===== src/include/floppy_ctrl_consts.svh =====
// constants for the floppy drive control register bank
`ifndef FLOPPY_CTRL_CONSTS_SVH
`define FLOPPY_CTRL_CONSTS_SVH

// register indexes as printed; the byte address is four times the index
`define IDX_LATCHED_STATUS_B    12'h3f1
`define IDX_DRIVE_OUTPUT_CTRL   12'h3f2
`define IDX_TAPE_ASSIGN         12'h3f3
`define IDX_DIGITAL_INPUT       12'h3f7
`define IDX_MODE_CFG            12'h040
`define IDX_DRIVE_TYPE_CFG      12'h041

// drive output control fields
`define DOC_DRIVE_LSB           0
`define DOC_RESET_N_BIT         2
`define DOC_DMA_EN_BIT          3
`define DOC_MOTOR0_BIT          4
`define DOC_MOTOR1_BIT          5
`define DOC_WRITE_MASK          8'h3f
`define DOC_RESET_VAL           8'h00

// mode configuration fields
`define MODE_VIEW_LSB           0
`define MODE_ENH2_BIT           2
`define MODE_BOOT_LSB           4
`define MODE_RESET_VAL          8'h00
`define DRIVE_TYPE_RESET_VAL    8'h00
`define TAPE_RESET_VAL          2'h0

// timing: least soft reset pulse, rounded up to whole clocks
`define CLK_MHZ                 100
`define SOFT_RST_MIN_NS         100
`define SOFT_RST_CYC            ((`SOFT_RST_MIN_NS * `CLK_MHZ + 999) / 1000)

`endif


===== src/include/floppy_ctrl_pkg.sv =====
// types shared by the floppy drive control register bank
package floppy_ctrl_pkg;

  // how the status register b address answers
  typedef enum logic [1:0] {
    VIEW_PLAIN,
    VIEW_FULL,
    VIEW_LATCHED
  } view_mode_e;

  // drive interface outputs, all active low
  typedef struct packed {
    logic sel1_n;
    logic sel0_n;
    logic motor1_n;
    logic motor0_n;
  } drive_pins_s;

  // dma and interrupt pin group seen by the host bus
  typedef struct packed {
    logic drq;
    logic drq_oe;
    logic irq;
    logic irq_oe;
    logic dma_ack_n;
    logic tc;
  } dma_pins_s;

endpackage


===== src/floppy_drive_control_regs.sv =====
// floppy drive control registers: status b, drive output control, tape assign
//
// How it works
// - full status view: status b bits 6 and 7 always read one
// - latched view: status b bits 0 and 1 always read one
// - latched view: bit 2 set on write gate rise, cleared by input reg read
// - latched view: bit 3 set on read data fall, cleared by input reg read
// - latched view: bit 4 set on write data fall, not gated by write gate
// - latched view: bits 5,6 show select outputs, bit 7 reads one
// - drive output control untouched by soft reset, writable any time
// - output bits 1:0 are a binary drive number, one select at most
// - output bit 2 low holds controller reset, other bits untouched
// - soft reset lasts at least 100 ns, clear-then-set writes suffice
// - non-full views: bit 3 enables dma and irq pins, else float/ignore
// - full view: dma and irq pins always enabled, reset clears bit 3
// - bits 4,5 drive motors 0,1; bits 6,7 read zero
// - tape bits 1:0 pick tape drive 1..3 or none, never drive 0
// - normal tape view: only bits 1:0, upper bits float; no soft reset
// - normal decode: drive 0/1 with its motor bit selects 0/1 low
// - swapped decode exchanges selects and motor outputs of drives 0,1
// - enhanced mode 2: tape reg shows type id, boot drive, tape bits
// - type id is the drive type config pair chosen by drive number
// - plain view: status b read floats the data bus
//
// The implementer's own choice: the APB slave port.
`timescale 1ns/1ns
`include "floppy_ctrl_consts.svh"

module floppy_drive_control_regs
  import floppy_ctrl_pkg::*;
#(
  parameter int ADDR_W = 12
) (
  input  wire logic              clock,
  input  wire logic              sys_rst,
  // apb slave
  input  wire logic              psel,
  input  wire logic              penable,
  input  wire logic              pwrite,
  input  wire logic [ADDR_W-1:0] paddr,
  input  wire logic [31:0]       pwdata,
  input  wire logic [3:0]        pstrb,
  output logic [31:0]            prdata,
  output logic                   pready,
  output logic                   pslverr,
  output logic [7:0]             rd_lane_oe,
  // disk interface signals from the controller core
  input  wire logic              write_gate,
  input  wire logic              read_data,
  input  wire logic              write_data,
  input  wire logic              second_drive_present_n,
  input  wire logic              swap_drives,
  // dma and interrupt pins
  input  wire logic              core_drq,
  input  wire logic              floppy_irq,
  input  wire logic              dma_ack_n,
  input  wire logic              dma_tc,
  output dma_pins_s              dma_pins,
  // drive interface and core controls
  output drive_pins_s            drive_pins,
  output logic                   soft_reset_n,
  output logic                   dma_pin_enable,
  output logic                   tape_access,
  output logic [1:0]             drive_type_id
);

  // ---------------------------------------------------------------------------
  // register state
  // ---------------------------------------------------------------------------
  logic [7:0]  doc_ff;
  logic [1:0]  tape_ff;
  logic [7:0]  mode_ff;
  logic [7:0]  dtype_ff;
  logic        swap_ff;
  logic [2:0]  sync1_ff;
  logic [2:0]  sync2_ff;
  logic [2:0]  prev_ff;
  logic [2:0]  latch_ff;
  logic [1:0]  toggle_ff;
  logic [3:0]  rst_cnt_ff;
  logic        soft_reset_n_ff;
  logic [31:0] prdata_ff;
  logic        pready_ff;
  logic        pslverr_ff;
  logic [7:0]  lane_oe_ff;
  drive_pins_s drive_ff;
  dma_pins_s   dma_ff;
  logic        dma_en_ff;
  logic        tape_access_ff;
  logic [1:0]  dtype_id_ff;

  localparam logic [3:0] RST_CYC = 4'(`SOFT_RST_CYC);

  // ---------------------------------------------------------------------------
  // bus decode
  // ---------------------------------------------------------------------------
  logic [ADDR_W-3:0] idx;
  logic              access;
  logic              done;
  logic              wr_en;
  logic              dir_read;
  logic              hit;
  view_mode_e        view;
  logic [1:0]        drive_num;
  logic              enh2;
  logic [1:0]        boot_drive;
  logic [1:0]        type_pair;
  logic [2:0]        rise;
  logic [2:0]        fall;
  logic [2:0]        set_ev;
  logic              nxt_sel0_n;
  logic              nxt_sel1_n;

  assign idx        = paddr[ADDR_W-1:2];
  assign access     = psel && penable && !pready_ff;
  // writes and read side effects land on the edge that completes the transfer
  assign done       = psel && penable && pready_ff;
  assign wr_en      = done && pwrite && pstrb[0];
  assign dir_read   = done && !pwrite && (idx == 10'(`IDX_DIGITAL_INPUT));
  assign hit        = (idx == 10'(`IDX_LATCHED_STATUS_B)) ||
                      (idx == 10'(`IDX_DRIVE_OUTPUT_CTRL)) ||
                      (idx == 10'(`IDX_TAPE_ASSIGN)) ||
                      (idx == 10'(`IDX_DIGITAL_INPUT)) ||
                      (idx == 10'(`IDX_MODE_CFG)) ||
                      (idx == 10'(`IDX_DRIVE_TYPE_CFG));
  // code 3 of the view field is not a mode; it behaves as the plain view
  assign view       = (mode_ff[`MODE_VIEW_LSB +: 2] == 2'h1) ? VIEW_FULL :
                      (mode_ff[`MODE_VIEW_LSB +: 2] == 2'h2) ? VIEW_LATCHED : VIEW_PLAIN;
  assign enh2       = mode_ff[`MODE_ENH2_BIT];
  assign boot_drive = mode_ff[`MODE_BOOT_LSB +: 2];
  assign drive_num  = doc_ff[`DOC_DRIVE_LSB +: 2];
  assign type_pair  = dtype_ff[{drive_num, 1'b0} +: 2];

  // ---------------------------------------------------------------------------
  // drive select decode, normal or swapped
  // ---------------------------------------------------------------------------
  // only drives 0 and 1 exist; numbers 2 and 3 leave both selects off
  always_comb begin
    nxt_sel0_n = 1'b1;
    nxt_sel1_n = 1'b1;
    case (drive_num)
      2'h0: begin
        if (swap_ff) nxt_sel1_n = !doc_ff[`DOC_MOTOR0_BIT];
        else         nxt_sel0_n = !doc_ff[`DOC_MOTOR0_BIT];
      end
      2'h1: begin
        if (swap_ff) nxt_sel0_n = !doc_ff[`DOC_MOTOR1_BIT];
        else         nxt_sel1_n = !doc_ff[`DOC_MOTOR1_BIT];
      end
      default: begin
        nxt_sel0_n = 1'b1;
        nxt_sel1_n = 1'b1;
      end
    endcase
  end

  // ---------------------------------------------------------------------------
  // software-visible registers
  // ---------------------------------------------------------------------------
  // only hardware reset touches this one; the soft reset bit never clears it
  always_ff @(posedge clock) begin
    if (sys_rst) begin
      doc_ff <= `DOC_RESET_VAL;
    end else if (wr_en && idx == 10'(`IDX_DRIVE_OUTPUT_CTRL)) begin
      doc_ff <= pwdata[7:0] & `DOC_WRITE_MASK;
    end
  end

  // tape assignment survives soft reset
  always_ff @(posedge clock) begin
    if (sys_rst) begin
      tape_ff <= `TAPE_RESET_VAL;
    end else if (wr_en && idx == 10'(`IDX_TAPE_ASSIGN)) begin
      tape_ff <= pwdata[1:0];
    end
  end

  // view mode, enhanced mode and boot drive configuration
  always_ff @(posedge clock) begin
    if (sys_rst) begin
      mode_ff <= `MODE_RESET_VAL;
    end else if (wr_en && idx == 10'(`IDX_MODE_CFG)) begin
      mode_ff <= pwdata[7:0];
    end
  end

  // drive type pairs, one per drive number
  always_ff @(posedge clock) begin
    if (sys_rst) begin
      dtype_ff <= `DRIVE_TYPE_RESET_VAL;
    end else if (wr_en && idx == 10'(`IDX_DRIVE_TYPE_CFG)) begin
      dtype_ff <= pwdata[7:0];
    end
  end

  // decode choice comes from outside; hardware reset forces normal
  always_ff @(posedge clock) begin
    if (sys_rst) swap_ff <= 1'b0;
    else         swap_ff <= swap_drives;
  end

  // ---------------------------------------------------------------------------
  // latched disk interface events
  // ---------------------------------------------------------------------------
  // bit 0 write gate (rising), bit 1 read data (falling), bit 2 write data (falling)
  assign rise = sync2_ff & ~prev_ff;
  assign fall = ~sync2_ff & prev_ff;
  assign set_ev = {fall[2], fall[1], rise[0]};

  // two-flop synchronisers; the first stage feeds only the second
  always_ff @(posedge clock) begin
    if (sys_rst) begin
      sync1_ff <= 3'h0;
      sync2_ff <= 3'h0;
      prev_ff  <= 3'h0;
    end else begin
      sync1_ff <= {write_data, read_data, write_gate};
      sync2_ff <= sync1_ff;
      prev_ff  <= sync2_ff;
    end
  end

  // per-bit sticky latches; an edge in the clearing cycle still sets the bit
  for (genvar b = 0; b < 3; b++) begin : g_latch
    always_ff @(posedge clock) begin
      if (sys_rst)        latch_ff[b] <= 1'b0;
      else if (set_ev[b]) latch_ff[b] <= 1'b1;
      else if (dir_read)  latch_ff[b] <= 1'b0;
    end
  end

  // data toggles shown in the full status view
  always_ff @(posedge clock) begin
    if (sys_rst) begin
      toggle_ff <= 2'h0;
    end else begin
      if (fall[1]) toggle_ff[0] <= !toggle_ff[0];
      if (fall[2]) toggle_ff[1] <= !toggle_ff[1];
    end
  end

  // ---------------------------------------------------------------------------
  // soft reset with a guaranteed least width
  // ---------------------------------------------------------------------------
  // the counter reloads while the bit is low, so even a clear directly
  // followed by a set write gives a full-width pulse
  always_ff @(posedge clock) begin
    if (sys_rst) begin
      rst_cnt_ff      <= RST_CYC;
      soft_reset_n_ff <= 1'b0;
    end else if (!doc_ff[`DOC_RESET_N_BIT]) begin
      rst_cnt_ff      <= RST_CYC;
      soft_reset_n_ff <= 1'b0;
    end else if (rst_cnt_ff != 4'h0) begin
      rst_cnt_ff      <= rst_cnt_ff - 4'h1;
      soft_reset_n_ff <= 1'b0;
    end else begin
      soft_reset_n_ff <= 1'b1;
    end
  end

  // ---------------------------------------------------------------------------
  // pin outputs
  // ---------------------------------------------------------------------------
  // motor outputs swap along with the selects
  always_ff @(posedge clock) begin
    if (sys_rst) begin
      drive_ff <= '1;
    end else begin
      drive_ff.sel0_n <= nxt_sel0_n;
      drive_ff.sel1_n <= nxt_sel1_n;
      if (swap_ff) begin
        drive_ff.motor1_n <= !doc_ff[`DOC_MOTOR0_BIT];
        drive_ff.motor0_n <= !doc_ff[`DOC_MOTOR1_BIT];
      end else begin
        drive_ff.motor0_n <= !doc_ff[`DOC_MOTOR0_BIT];
        drive_ff.motor1_n <= !doc_ff[`DOC_MOTOR1_BIT];
      end
    end
  end

  // pin enable: full view keeps the pins live even while reset clears bit 3
  always_ff @(posedge clock) begin
    if (sys_rst) begin
      dma_en_ff <= 1'b0;
      dma_ff    <= '0;
    end else begin
      dma_en_ff        <= (view == VIEW_FULL) || doc_ff[`DOC_DMA_EN_BIT];
      dma_ff.drq       <= core_drq;
      dma_ff.irq       <= floppy_irq;
      dma_ff.drq_oe    <= (view == VIEW_FULL) || doc_ff[`DOC_DMA_EN_BIT];
      dma_ff.irq_oe    <= (view == VIEW_FULL) || doc_ff[`DOC_DMA_EN_BIT];
      // disabled acknowledge and terminal count read as inactive
      dma_ff.dma_ack_n <= ((view == VIEW_FULL) || doc_ff[`DOC_DMA_EN_BIT]) ? dma_ack_n : 1'b1;
      dma_ff.tc        <= ((view == VIEW_FULL) || doc_ff[`DOC_DMA_EN_BIT]) && dma_tc;
    end
  end

  // tape handling flag and current drive type for the core
  always_ff @(posedge clock) begin
    if (sys_rst) begin
      tape_access_ff <= 1'b0;
      dtype_id_ff    <= 2'h0;
    end else begin
      // code 00 means no tape, so drive 0 can never match
      tape_access_ff <= (tape_ff != 2'h0) && (tape_ff == drive_num);
      dtype_id_ff    <= type_pair;
    end
  end

  // ---------------------------------------------------------------------------
  // apb answer: one wait state, data and lane enables registered
  // ---------------------------------------------------------------------------
  always_ff @(posedge clock) begin
    if (sys_rst) begin
      pready_ff  <= 1'b0;
      pslverr_ff <= 1'b0;
      prdata_ff  <= 32'h0000_0000;
      lane_oe_ff <= 8'h00;
    end else if (access) begin
      pready_ff  <= 1'b1;
      pslverr_ff <= !hit;
      prdata_ff  <= 32'h0000_0000;
      lane_oe_ff <= 8'hff;
      if (!pwrite) begin
        case (idx)
          10'(`IDX_LATCHED_STATUS_B): begin
            case (view)
              VIEW_FULL: begin
                prdata_ff[7:0] <= {2'b11, doc_ff[0], toggle_ff, sync2_ff[0],
                                   doc_ff[`DOC_MOTOR1_BIT], doc_ff[`DOC_MOTOR0_BIT]};
              end
              VIEW_LATCHED: begin
                prdata_ff[7:0] <= {second_drive_present_n | 1'b1,
                                   drive_ff.sel1_n, drive_ff.sel0_n,
                                   latch_ff, 2'b11};
              end
              default: begin
                lane_oe_ff <= 8'h00;
              end
            endcase
          end
          10'(`IDX_DRIVE_OUTPUT_CTRL): prdata_ff[7:0] <= doc_ff;
          10'(`IDX_TAPE_ASSIGN): begin
            if (enh2) begin
              prdata_ff[7:0] <= {2'b00, type_pair, boot_drive, tape_ff};
            end else begin
              prdata_ff[7:0] <= {6'h00, tape_ff};
              lane_oe_ff     <= 8'h03;
            end
          end
          10'(`IDX_MODE_CFG):       prdata_ff[7:0] <= mode_ff;
          10'(`IDX_DRIVE_TYPE_CFG): prdata_ff[7:0] <= dtype_ff;
          default:                  prdata_ff      <= 32'h0000_0000;
        endcase
      end
    end else begin
      pready_ff  <= 1'b0;
      pslverr_ff <= 1'b0;
    end
  end

  assign prdata         = prdata_ff;
  assign pready         = pready_ff;
  assign pslverr        = pslverr_ff;
  assign rd_lane_oe     = lane_oe_ff;
  assign dma_pins       = dma_ff;
  assign drive_pins     = drive_ff;
  assign soft_reset_n   = soft_reset_n_ff;
  assign dma_pin_enable = dma_en_ff;
  assign tape_access    = tape_access_ff;
  assign drive_type_id  = dtype_id_ff;

endmodule


===== config.mk =====
export PLATFORM = sky130hd
export DESIGN_NAME = floppy_drive_control_regs
export DESIGN_NICKNAME = d
export VERILOG_FILES = /design/src/include/floppy_ctrl_pkg.sv /design/src/floppy_drive_control_regs.sv
export VERILOG_INCLUDE_DIRS = /design/src /design/src/include
export SDC_FILE = /design/constraint.sdc
export NUM_CORES = 1
export LEC_CHECK = 0
export BUFFER_PORTS_ARGS = -buffer_cell sky130_fd_sc_hd__clkbuf_2
export CAP_MARGIN = 5
export CORE_MARGIN = 2
export CORE_UTILIZATION = 45
export CTS_CLUSTER_SIZE = 10
export DETAILED_ROUTE_END_ITERATION = 6
export GPL_TIMING_DRIVEN = 1
export PLACE_DENSITY = 0.79
export SETUP_SLACK_MARGIN = 0.5
export SLEW_MARGIN = 0
export SYNTH_ARGS = -nofsm -noshare
export SYNTH_HDL_FRONTEND = slang
export SYNTH_SLANG_ARGS = --single-unit

===== constraint.sdc =====
create_clock -name clock -period 3.5 [get_ports clock]
set_clock_uncertainty 0.05 [all_clocks]
set_input_delay 0.35 -clock clock [delete_from_list [all_inputs] [get_ports clock]]
set_output_delay 0.35 -clock clock [all_outputs]
set_load 0.02 [all_outputs]

==> results of run 1 <==
-- kinds of logic after synthesis --
logic type,share of synthesized area
AND/OR/NAND/NOR,0.231
multiplexers,0.0586
AO/OA/AOI/OAI,0.169
flip-flops,0.411
adder cells (fa/ha/maj),0.0113
buffers and inverters,0.107
other,0.00113
XOR/XNOR,0.0106
-- final timing paths --
kind,startpoint,end,slack [ns],depth (start not counted)
hold / removal,dma_tc,dma_pins[0],0.16,2
setup / recovery,paddr[2],prdata[0],1.46,5
hold reg to reg,sync1_ff[1],sync2_ff[1],0.39,1
setup reg to reg,pready,prdata[1],1.64,4
-- area by class of cell --
type / count / area share
Multi-Input combinational cell: 271 / 0.448
Sequential cell: 68 / 0.363
Timing Repair Buffer: 65 / 0.0874
Tap cell: 99 / 0.0330
Clock inverter: 3 / 0.0184
Inverter: 6 / 0.00601
Clock buffer: 12 / 0.0440
-- critical path, cell delays in order --
cell and delay (ns):
clkbuf_2 0.39, or3b_1 0.61, or3_1 0.46, o41ai_1 0.32
o21bai_1 0.15
-- where the power goes --
part / total, mW / leakage [nW] / switching [mW] / internal, mW
Combinational: 0.134 / 0.796 / 0.0949 / 0.0387
Clock: 0.744 / 0.119 / 0.287 / 0.457
Sequential: 0.795 / 0.552 / 0.00798 / 0.787
-- through the flow --
step	setup WS (ns)	std cells	cell area, um2	power [mW]	hold slack [ns]
2_1_floorplan	1.79	397	3400	0.926	0.364
3_3_place_gp	1.15	509	3520	0.943	0.376
3_5_place_dp	1.10	509	3520	0.945	0.372
4_1_cts	1.48	524	3750	1.68	0.150
5_1_grt	1.36	524	3750	1.73	0.156
6_report	1.46	524	3750	1.67	0.159
-- cells in the final DEF, fill, tap and decap left out, types with 3 or more instances in the layout --
cell type,instances
a211oi_1,3
a21o_1,3
a21oi_1,37
a22o_1,4
a31oi_1,3
and3_1,3
clkbuf_2,64
clkbuf_8,12
conb_1,24
dfxtp_1,68
ha_1,3
inv_1,6
mux2_2,7
mux2i_1,7
nand2_1,13
nand2b_1,3
nand3_1,23
nand3b_1,3
nand4_1,10
nor2_1,24
nor2b_1,18
nor3_1,4
nor4_1,3
o21ai_0,33
or3_1,4
xnor2_1,4
-- sequential cells by signal (all words and copies together), names as in the netlist --
signal / cells
drive_type_id: 2
tape_access: 1
swap_ff: 1
latch_ff: 3
sync1_ff: 3
soft_reset_n: 1
tape_ff: 2
prev_ff: 3
dma_pin_enable: 1
doc_ff: 6
mode_ff: 8
drive_pins: 4
toggle_ff: 2
pslverr: 1
dtype_ff: 8
rd_lane_oe: 2
sync2_ff: 3
rst_cnt_ff: 4
prdata: 8
dma_pins: 4
pready: 1
-- per-layer routing --
layer	track usage	vias to the layer above	share of wire
met5	0	-	0
met2	0.314	123	0.47
met4	0.0974	0	0.026
li1	-	1381	-
met1	0.241	1315	0.43
met3	0.0469	21	0.075
==> results.md, run 1 <==
* Crit path max fanout at 21
* All-Layer GR Usage at 0.194
* Reg area at approximately 0.0014 mm2
* Max Freq at a little under 500 MHz
* Leak pwr at approximately 1.5 nW
* Final setup fails at 0
* Synth top area cells: dfxtp_1 41%, buf_4 7.7%, a21oi_1 5.6%, o21ai_0 5.0%, nand3_1 3.5%
* DR pass1 iterations at 4
* DIE HEIGHT at 89.8 um
* Most numerous cell in the Yosys netlist: dfxtp_1
* Syn_area_per_cell at 8.85 um2
* Slew at the pin with the worst max-slew slack at between 1 and 1.5 ns
* Period utilisation layout at 0.584
* RSZ-0062 raised after global routing: false
* Die Footprint at ~0.0081 mm2
* Skew-Pair Late Insertion Delay at around 0.35 ns
* Clk buf depth at 2
* Setup Buffers After CTS at 0
* HPWL after DPL at between 5 and 6 mm
* Power density over cell area at 446 mW/mm2
* Max-Cap Viols at 0
* GRT overflow at 0
* Cell Area, Synth at around 0.0033 mm2
* Layout Utilization at 0.523
* P&R area growth vs syn at 13.3%
* Top cell type's share of synthesized area at 0.411
* Crit path DAT at roughly 2.3 ns
* Multi-input combinational cell area at between 0.0015 and 0.002 mm2
* Critical path class: in2reg
* Max VDD drop at 161 uV
* Via Count at 2840
* Num CTS Buffers at 9
* Hold Crit Class: in2reg
* First-pass GRT wire length at between 10 and 15 mm
* Post-route setup TNS at 0 ns
* Dominant cell type by area after synthesis: dfxtp_1
* Routed Wire Length at approximately 7.7 mm
* Die extent in x at approximately 90 um
* Number of global-route vias before repair at 2623
* Max-slew headroom at the worst pin at 0.322
* Largest net degree at the start of global routing at 35
* Initial antenna violation count at 0
* Antenna diode count at 0
* Max-slew violations at 0
* Yosys reg bits at between 60 and 70
* Sequential-to-total area share from yosys stat at 0.411
* CTS sink cnt at just under 70
* CP startpoint kind: input pin
* Gpl congestion at 0.922
* Synth cell types at between 50 and 60
* Yosys warns at 0
* Min Tclk post-route at just over 2 ns
* Detail Route Antenna Nets at 0
* IO Port Bufs at 64
* Core Area at around 0.007 mm2
* CTS H-tree lvls at 3
* FFs w/ async S/R, synth at 0
* CTS resizes at 0
* Data required time of the worst path at 3.73 ns
* WL/cell at around 15 um
* EDFF count, synth at 0
* Initial core utilization at 0.461
* Hold buffer count at CTS at 0
* Ports at ~120
* Setup crit end kind: flop
* Status: completed
* # fillers at 653
* Post-synth top cells: 68 x dfxtp_1, 37 x a21oi_1, 34 x buf_4
* Final hold violation count at 0
* Final net count at between 400 and 500
* CTS tree: done
* Top_reg_cell synth: dfxtp_1
* Worst-path clk slew at 0.07 ns
* Layout cell share with drive strength beyond 1 at 0.233
* Post-Syn Instances at about 370
* Routed vias/inst at ~5.4
* Initial DRC Count at ~220
* Rows at 31
* Clock Tree Root: clkbuf_8
* Drt drc at 0
Power figures use the tool's default switching activity.
==> run 2, diff against run 1 <==
--- a/config.mk
+++ b/config.mk
@@ -13,7 +13,7 @@
 export CTS_CLUSTER_SIZE = 10
 export DETAILED_ROUTE_END_ITERATION = 6
 export GPL_TIMING_DRIVEN = 1
-export PLACE_DENSITY = 0.79
+export PLACE_DENSITY = 0.82
 export SETUP_SLACK_MARGIN = 0.5
 export SLEW_MARGIN = 0
 export SYNTH_ARGS = -nofsm -noshare
==> constraint.sdc (replaced) <==
create_clock -name clock -period 1.8 [get_ports clock]
set_clock_uncertainty 0.05 [all_clocks]
set_input_delay 0.18 -clock clock [delete_from_list [all_inputs] [get_ports clock]]
set_output_delay 0.18 -clock clock [all_outputs]
set_load 0.02 [all_outputs]
==> run 2 against run 1 <==
- die area unchanged
- worst setup slack worse by 1.1 ns
- power grew 94%
- critical path type is now reg2reg
- largest cell class unchanged
==> results.md, run 2 (synthesis results as in run 1) <==
* Status: completed
* Die Footprint at just over 0.008 mm2
* Num CTS Buffers at 9
* Most common cell after layout, fill and taps aside: clkbuf_2
* R2R setup slack at around 0.32 ns
* GRT overflow at 0
* Setup crit end kind: flop
* All-Layer GR Usage at 0.212
* Drt drc at 0
* IO Port Bufs at 64
* First-pass GRT wire length at roughly 14 mm
* Number of global-route vias before repair at around 2.9k
* Initial DRC Count at 216
* Max-slew violations at 0
* Initial core utilization at 0.461
* Worst-path clk slew at around 0.08 ns
* Skew-Pair Late Insertion Delay at approximately 0.35 ns
* Rows at 31
* Clock Tree Root: clkbuf_8
* P&R area growth vs syn at 33.4%
* Post-route setup TNS at 0 ns
* Die extent in x at between 80 and 90 um
* Crit path DAT at between 1.5 and 2 ns
* R2r startpoint: pready
* Final net count at ~520
* Layout cell share with drive strength beyond 1 at 0.431
* Hold_sp: dma_ack_n
* Min Tclk post-route at about 1.5 ns
* Final hold violation count at 0
* DR pass1 iterations at 4
* Max-Cap Viols at 0
* Fin cells at about 560
* Core Area at slightly above 0.007 mm2
* Antenna diode count at 0
* WL/cell at 15.9 um
* Power density over cell area at between 700 and 800 mW/mm2
* Max VDD drop at 416 uV
* Initial antenna violation count at 0
* CP max-delay cell: or3_4
* Gpl congestion at just under 0.9
* Routed vias/inst at approximately 5.4
* R2R Path End: prdata[1]
* CTS tree: done
* Final setup fails at 0
* CP startpoint kind: flop
* RSZ-0062 raised after global routing: true
* Routed Wire Length at ~9 mm
* Detail Route Antenna Nets at 0
* Ports at approximately 120
* WHS Path Cells at 3
* HPWL after DPL at a little under 6 mm
* Placed insts at 523
* DP Area at ~0.0037 mm2
* Via Count at between 3k and 4k
* Hold Crit Class: in2reg
* Post-route cell area at between 0.004 and 0.005 mm2
* Crit path max fanout at 4
* DIE HEIGHT at 89.8 um
* Worst Hold End: dma_pins[1]
* Crit path cell chain: nand3b_1, or3_4, o41a_1, o21ai_1
* Max Freq at ~680 MHz
* Period utilisation layout at 0.821
* Most frequent cells in the layout: 63 x clkbuf_2, 62 x dfxtp_1, 29 x a21oi_1
* CTS sink cnt at 68
* Critical path's largest stage delay at ~0.38 ns
* Largest net degree at the start of global routing at 32
* Clk buf depth at 2
* Leak pwr at approximately 1.7 nW
* Data required time of the worst path at a little over 2 ns
* CTS H-tree lvls at 3
* Critical path class: reg2reg
* Cells on worst reg2reg path at 4
run 2: layer usage:
metal  routed length [um]  vias to the layer above  GRT usage  share of wire
met3                  643                       24     0.0503          0.073
met5                    0                        -          0              0
met4                  326                        0      0.112          0.037
li1                     -                     1457          -              -
met1                 3630                     1422      0.253           0.41
met2                 4260                      134      0.357           0.48
run 2: layout make-up:
cell class | instances | area (um2)
flip-flops and latches | 68 | 1370
fillers | 578 | 2760
clock inverters | 7 | 96.3
clock buffers | 9 | 124
inverters | 6 | 22.5
well taps | 99 | 124
multi-input cells | 272 | 2040
repair buffers | 97 | 633
run 2: worst max path at each step:
stage / start / endpoint / slack (ns) / depth (start not counted)
floorplan: paddr[3] / prdata[3] / 0.28 / 6
global placement: paddr[9] / mode_ff[0] / 0.16 / 6
detailed placement: mode_ff[1] / prdata[2] / 0.10 / 5
CTS: pready / prdata[1] / 0.29 / 4
global route: mode_ff[1] / prdata[5] / 0.26 / 6
finish: pready / prdata[1] / 0.32 / 4
run 2: critical path: cells and delay by family, from the launching register on:
kind	cells	cell delay, ns
AOI/OAI and AO/OA	2	0.44
DFF	1	0.35
and+or+nand+nor	2	0.57
run 2: through the flow:
step	util	hold WS (ns)	power (mW)	setup slack [ns]
6_report	0.615	0.00674	3.24	0.322
5_1_grt	0.615	0.0210	3.35	0.265
4_1_cts	0.585	0.00174	3.24	0.294
3_5_place_dp	0.515	0.340	1.85	0.102
3_3_place_gp	0.515	0.339	1.85	0.160
2_1_floorplan	-	0.251	1.80	0.281
run 2: power by group:
part / internal, mW / switching [mW] / leakage (nW) / total, mW
Combinational: 0.104 / 0.211 / 1.01 / 0.315
Clock: 0.787 / 0.598 / 0.111 / 1.39
Sequential: 1.53 / 0.0147 / 0.555 / 1.54
Total: 2.42 / 0.824 / 1.67 / 3.24
run 2: what timing repair did:
item                                    in CTS  in global routing
cloned                                       0                  1
resized for setup                           41                 51
hold buffers                                 6                  0
setup buffers                               10                  2
endpoints found under the setup margin      37                 41
pin swaps                                   16                 19
endpoints found under the hold margin        6                  0
==> run 3, diff against run 2 <==
--- a/config.mk
+++ b/config.mk
@@ -6,6 +6,7 @@
 export SDC_FILE = /design/constraint.sdc
 export NUM_CORES = 1
 export LEC_CHECK = 0
+export ABC_AREA = 1
 export BUFFER_PORTS_ARGS = -buffer_cell sky130_fd_sc_hd__clkbuf_2
 export CAP_MARGIN = 5
 export CORE_MARGIN = 2
@@ -13,7 +14,7 @@
 export CTS_CLUSTER_SIZE = 10
 export DETAILED_ROUTE_END_ITERATION = 6
 export GPL_TIMING_DRIVEN = 1
-export PLACE_DENSITY = 0.82
+export PLACE_DENSITY = 0.8
 export SETUP_SLACK_MARGIN = 0.5
 export SLEW_MARGIN = 0
 export SYNTH_ARGS = -nofsm -noshare
==> constraint.sdc (replaced) <==
create_clock -name clock -period 1.4 [get_ports clock]
set_clock_uncertainty 0.05 [all_clocks]
set_input_delay 0.14 -clock clock [delete_from_list [all_inputs] [get_ports clock]]
set_output_delay 0.14 -clock clock [all_outputs]
set_load 0.02 [all_outputs]
==> run 3 against run 2 <==
- the flow now finishes with violations (negative hold slack, negative setup slack)
- sequential power increased by 29%
- critical path depth increased by 3
- power increased by 40%
- core utilization increased by 12 points
- sequential share of layout area decreased by 4.4 points
- fmax increased by 3.3%
- via count increased by 19%
- count of clock-buffer cells in the layout increased by 1
- area after synthesis decreased by 0.57%
==> results.md, run 3 <==
* Detail Route Antenna Nets at 0
* Yosys reg bits at slightly below 70
* Post-Syn Instances at around 460
* Die Footprint at ~0.0080 mm2
* Status: finished with violations
* Yosys warns at 0
* Syn_area_per_cell at around 7.2 um2
* Crit path DAT at between 1.5 and 2 ns
* Post-synth top cells: 83 x nor2_1, 79 x nand2_1, 68 x dfxtp_1
* CTS tree: done
* Most frequent cells in the layout: 67 x nand2_1, 62 x nor2_1, 45 x buf_4
* HPWL after DPL at ~6.3 mm
* Data required time of the worst path at 1.61 ns
* WHS Path Cells at 2
* Hold buffer count at CTS at 9
* Layout cell share with drive strength beyond 1 at 0.491
* Fin cells at ~700
* DIE HEIGHT at roughly 90 um
* Ports at 119
* Clk buf depth at 2
* Critical path's largest stage delay at between 0.3 and 0.4 ns
* Worst-path clk slew at ~0.070 ns
* IO Port Bufs at 64
* Placed insts at 635
* Via Count at about 3.6k
* Dominant cell type by area after synthesis: dfxtp_1
* Most numerous cell in the Yosys netlist: nor2_1
* Rows at 31
* EDFF count, synth at 0
* Initial DRC Count at between 300 and 400
* Pre-CTS WS at -0.109 ns
* Routed Wire Length at roughly 11 mm
* Critical path class: reg2reg
* Hold Crit Class: in2reg
* Max-slew headroom at the worst pin at 0.666
* CTS sink cnt at 68
* GRT overflow at 0
* Synth top area cells: dfxtp_1 41%, nor2_1 9.5%, nand2_1 9.0%, buf_4 7.5%, inv_1 5.9%
* Sequential-to-total area share from yosys stat at 0.414
* Max Freq at between 600 and 700 MHz
* Die extent in x at 89.5 um
* CP max-delay cell: dfxtp_4
* DR pass1 iterations at 4
* Skew-Pair Late Insertion Delay at around 0.36 ns
* Num CTS Buffers at 9
* Min Tclk post-route at ~1.4 ns
* Setup crit end kind: flop
* Post-route cell area at approximately 0.0053 mm2
* All-Layer GR Usage at 0.265
* M2 GR Usage at 0.469
* Cells on worst reg2reg path at 7
* First-pass GRT wire length at 15.8 mm
* Crit path cell chain: nand3_4, nor2_4, buf_6, buf_8, nand2_8, o21ai_2, nor2_1
* Initial antenna violation count at 0
* Top cell type's share of synthesized area at 0.414
* Setup ws final at -0.0306 ns
* Initial core utilization at 0.459
* Top_reg_cell synth: dfxtp_1
* Synth cell types at 33
* Slew at the pin with the worst max-slew slack at 0.501 ns
* Post-route setup TNS at -0.162 ns
* Met1 Use GR at 0.299
* Routed vias/inst at about 5.2
* Final net count at 649
* Most common cell after layout, fill and taps aside: nand2_1
* P&R area growth vs syn at 61.0%
* Final setup fails at 13
* Crit path max fanout at 6
* Gpl congestion at around 0.9
* GR peak layer: met2
* RSZ-0062 raised after global routing: true
* Number of global-route vias before repair at about 3.3k
* Cell Area, Synth at 0.00329 mm2
* Met3 Use GR at 0.0582
* Max-slew violations at 0
* CTS H-tree lvls at 3
* Final hold violation count at 1
* CP startpoint kind: flop
* Core Area at between 0.007 and 0.008 mm2
* Hold_ws at -0.00492 ns
* Drt drc at 0
* Largest net degree at the start of global routing at 35
* Power density over cell area at about 860 mW/mm2
* Max-Cap Viols at 0
* DP Area at ~0.0040 mm2
* Failing checks: negative hold slack, negative setup slack
* FFs w/ async S/R, synth at 0
* Max VDD drop at around 650 uV
* Leak pwr at 2.27 nW
* Antenna diode count at 0
* Clock Tree Root: clkbuf_8
* WL/cell at ~16 um
* Period utilisation layout at 1.02
[run 3: cell count changes in the layout (fill, tap and decap cells not counted), sizes merged, moves of 10 or more]
cell    delta
nand2     +71
buf       +67
nor2      +65
inv       +43
clkbuf    -31
nor2b     -18
nand3     -10
[run 3: cell type report]
class | count | area [um2]
timing repair buffer | 135 | 1290
clock inverter | 5 | 108
inverter | 53 | 234
clock buffer | 10 | 149
fill | 445 | 1870
multi-input combinational | 317 | 1980
sequential | 68 | 1420
tap | 99 | 124
[run 3: cells by family after synthesis]
family | synth area share
simple gates | 0.290
buf+inv | 0.158
compound gates | 0.126
flops | 0.414
fa+ha+maj | 0.0114
other cells | 0.00114
[run 3: final timing paths]
check	startpoint	end	slack, ns
worst max-delay path	pready	dtype_ff[2]	-0.03
worst min-delay path	sys_rst	pready	-0.005
worst max register to register	pready	dtype_ff[2]	-0.03
worst min register to register	sync1_ff[1]	sync2_ff[1]	0.37
[run 3: routing by layer]
| metal | up-vias | part of all wire |
|---|---|---|
| met3 | 52 | 0.076 |
| met2 | 211 | 0.51 |
| met4 | 0 | 0.042 |
| met5 | - | 0 |
| met1 | 1675 | 0.37 |
| li1 | 1665 | - |
[run 3: worst max-delay path: cells and delay by family, from the launching register on]
kind | cells | cell delay, ns
flops | 1 | 0.39
buf+inv | 2 | 0.30
compound gates | 1 | 0.14
simple gates | 4 | 0.44
[run 3: metrics by stage]
stage | utilization | power, mW | hold WS [ns]
after floorplan | - | 2.29 | 0.164
after global placement | 0.551 | 2.37 | 0.282
after detailed placement | 0.551 | 2.38 | 0.290
after CTS | 0.689 | 4.48 | -0.0188
after global routing | 0.739 | 4.65 | -0.000647
final | 0.739 | 4.54 | -0.00492
[run 3: timing repair]
item	in CTS	in global routing
gates cloned	2	0
endpoints found under the hold margin	11	1
setup endpoints to repair	84	87
resized for setup	142	102
pin swaps	19	23
setup buffers	14	12
[run 3: report_power, final]
part	switching, mW	internal [mW]	total [mW]
clock network	0.802	1.29	2.09
registers	0.0249	1.95	1.98
logic	0.276	0.193	0.469
total	1.10	3.43	4.54
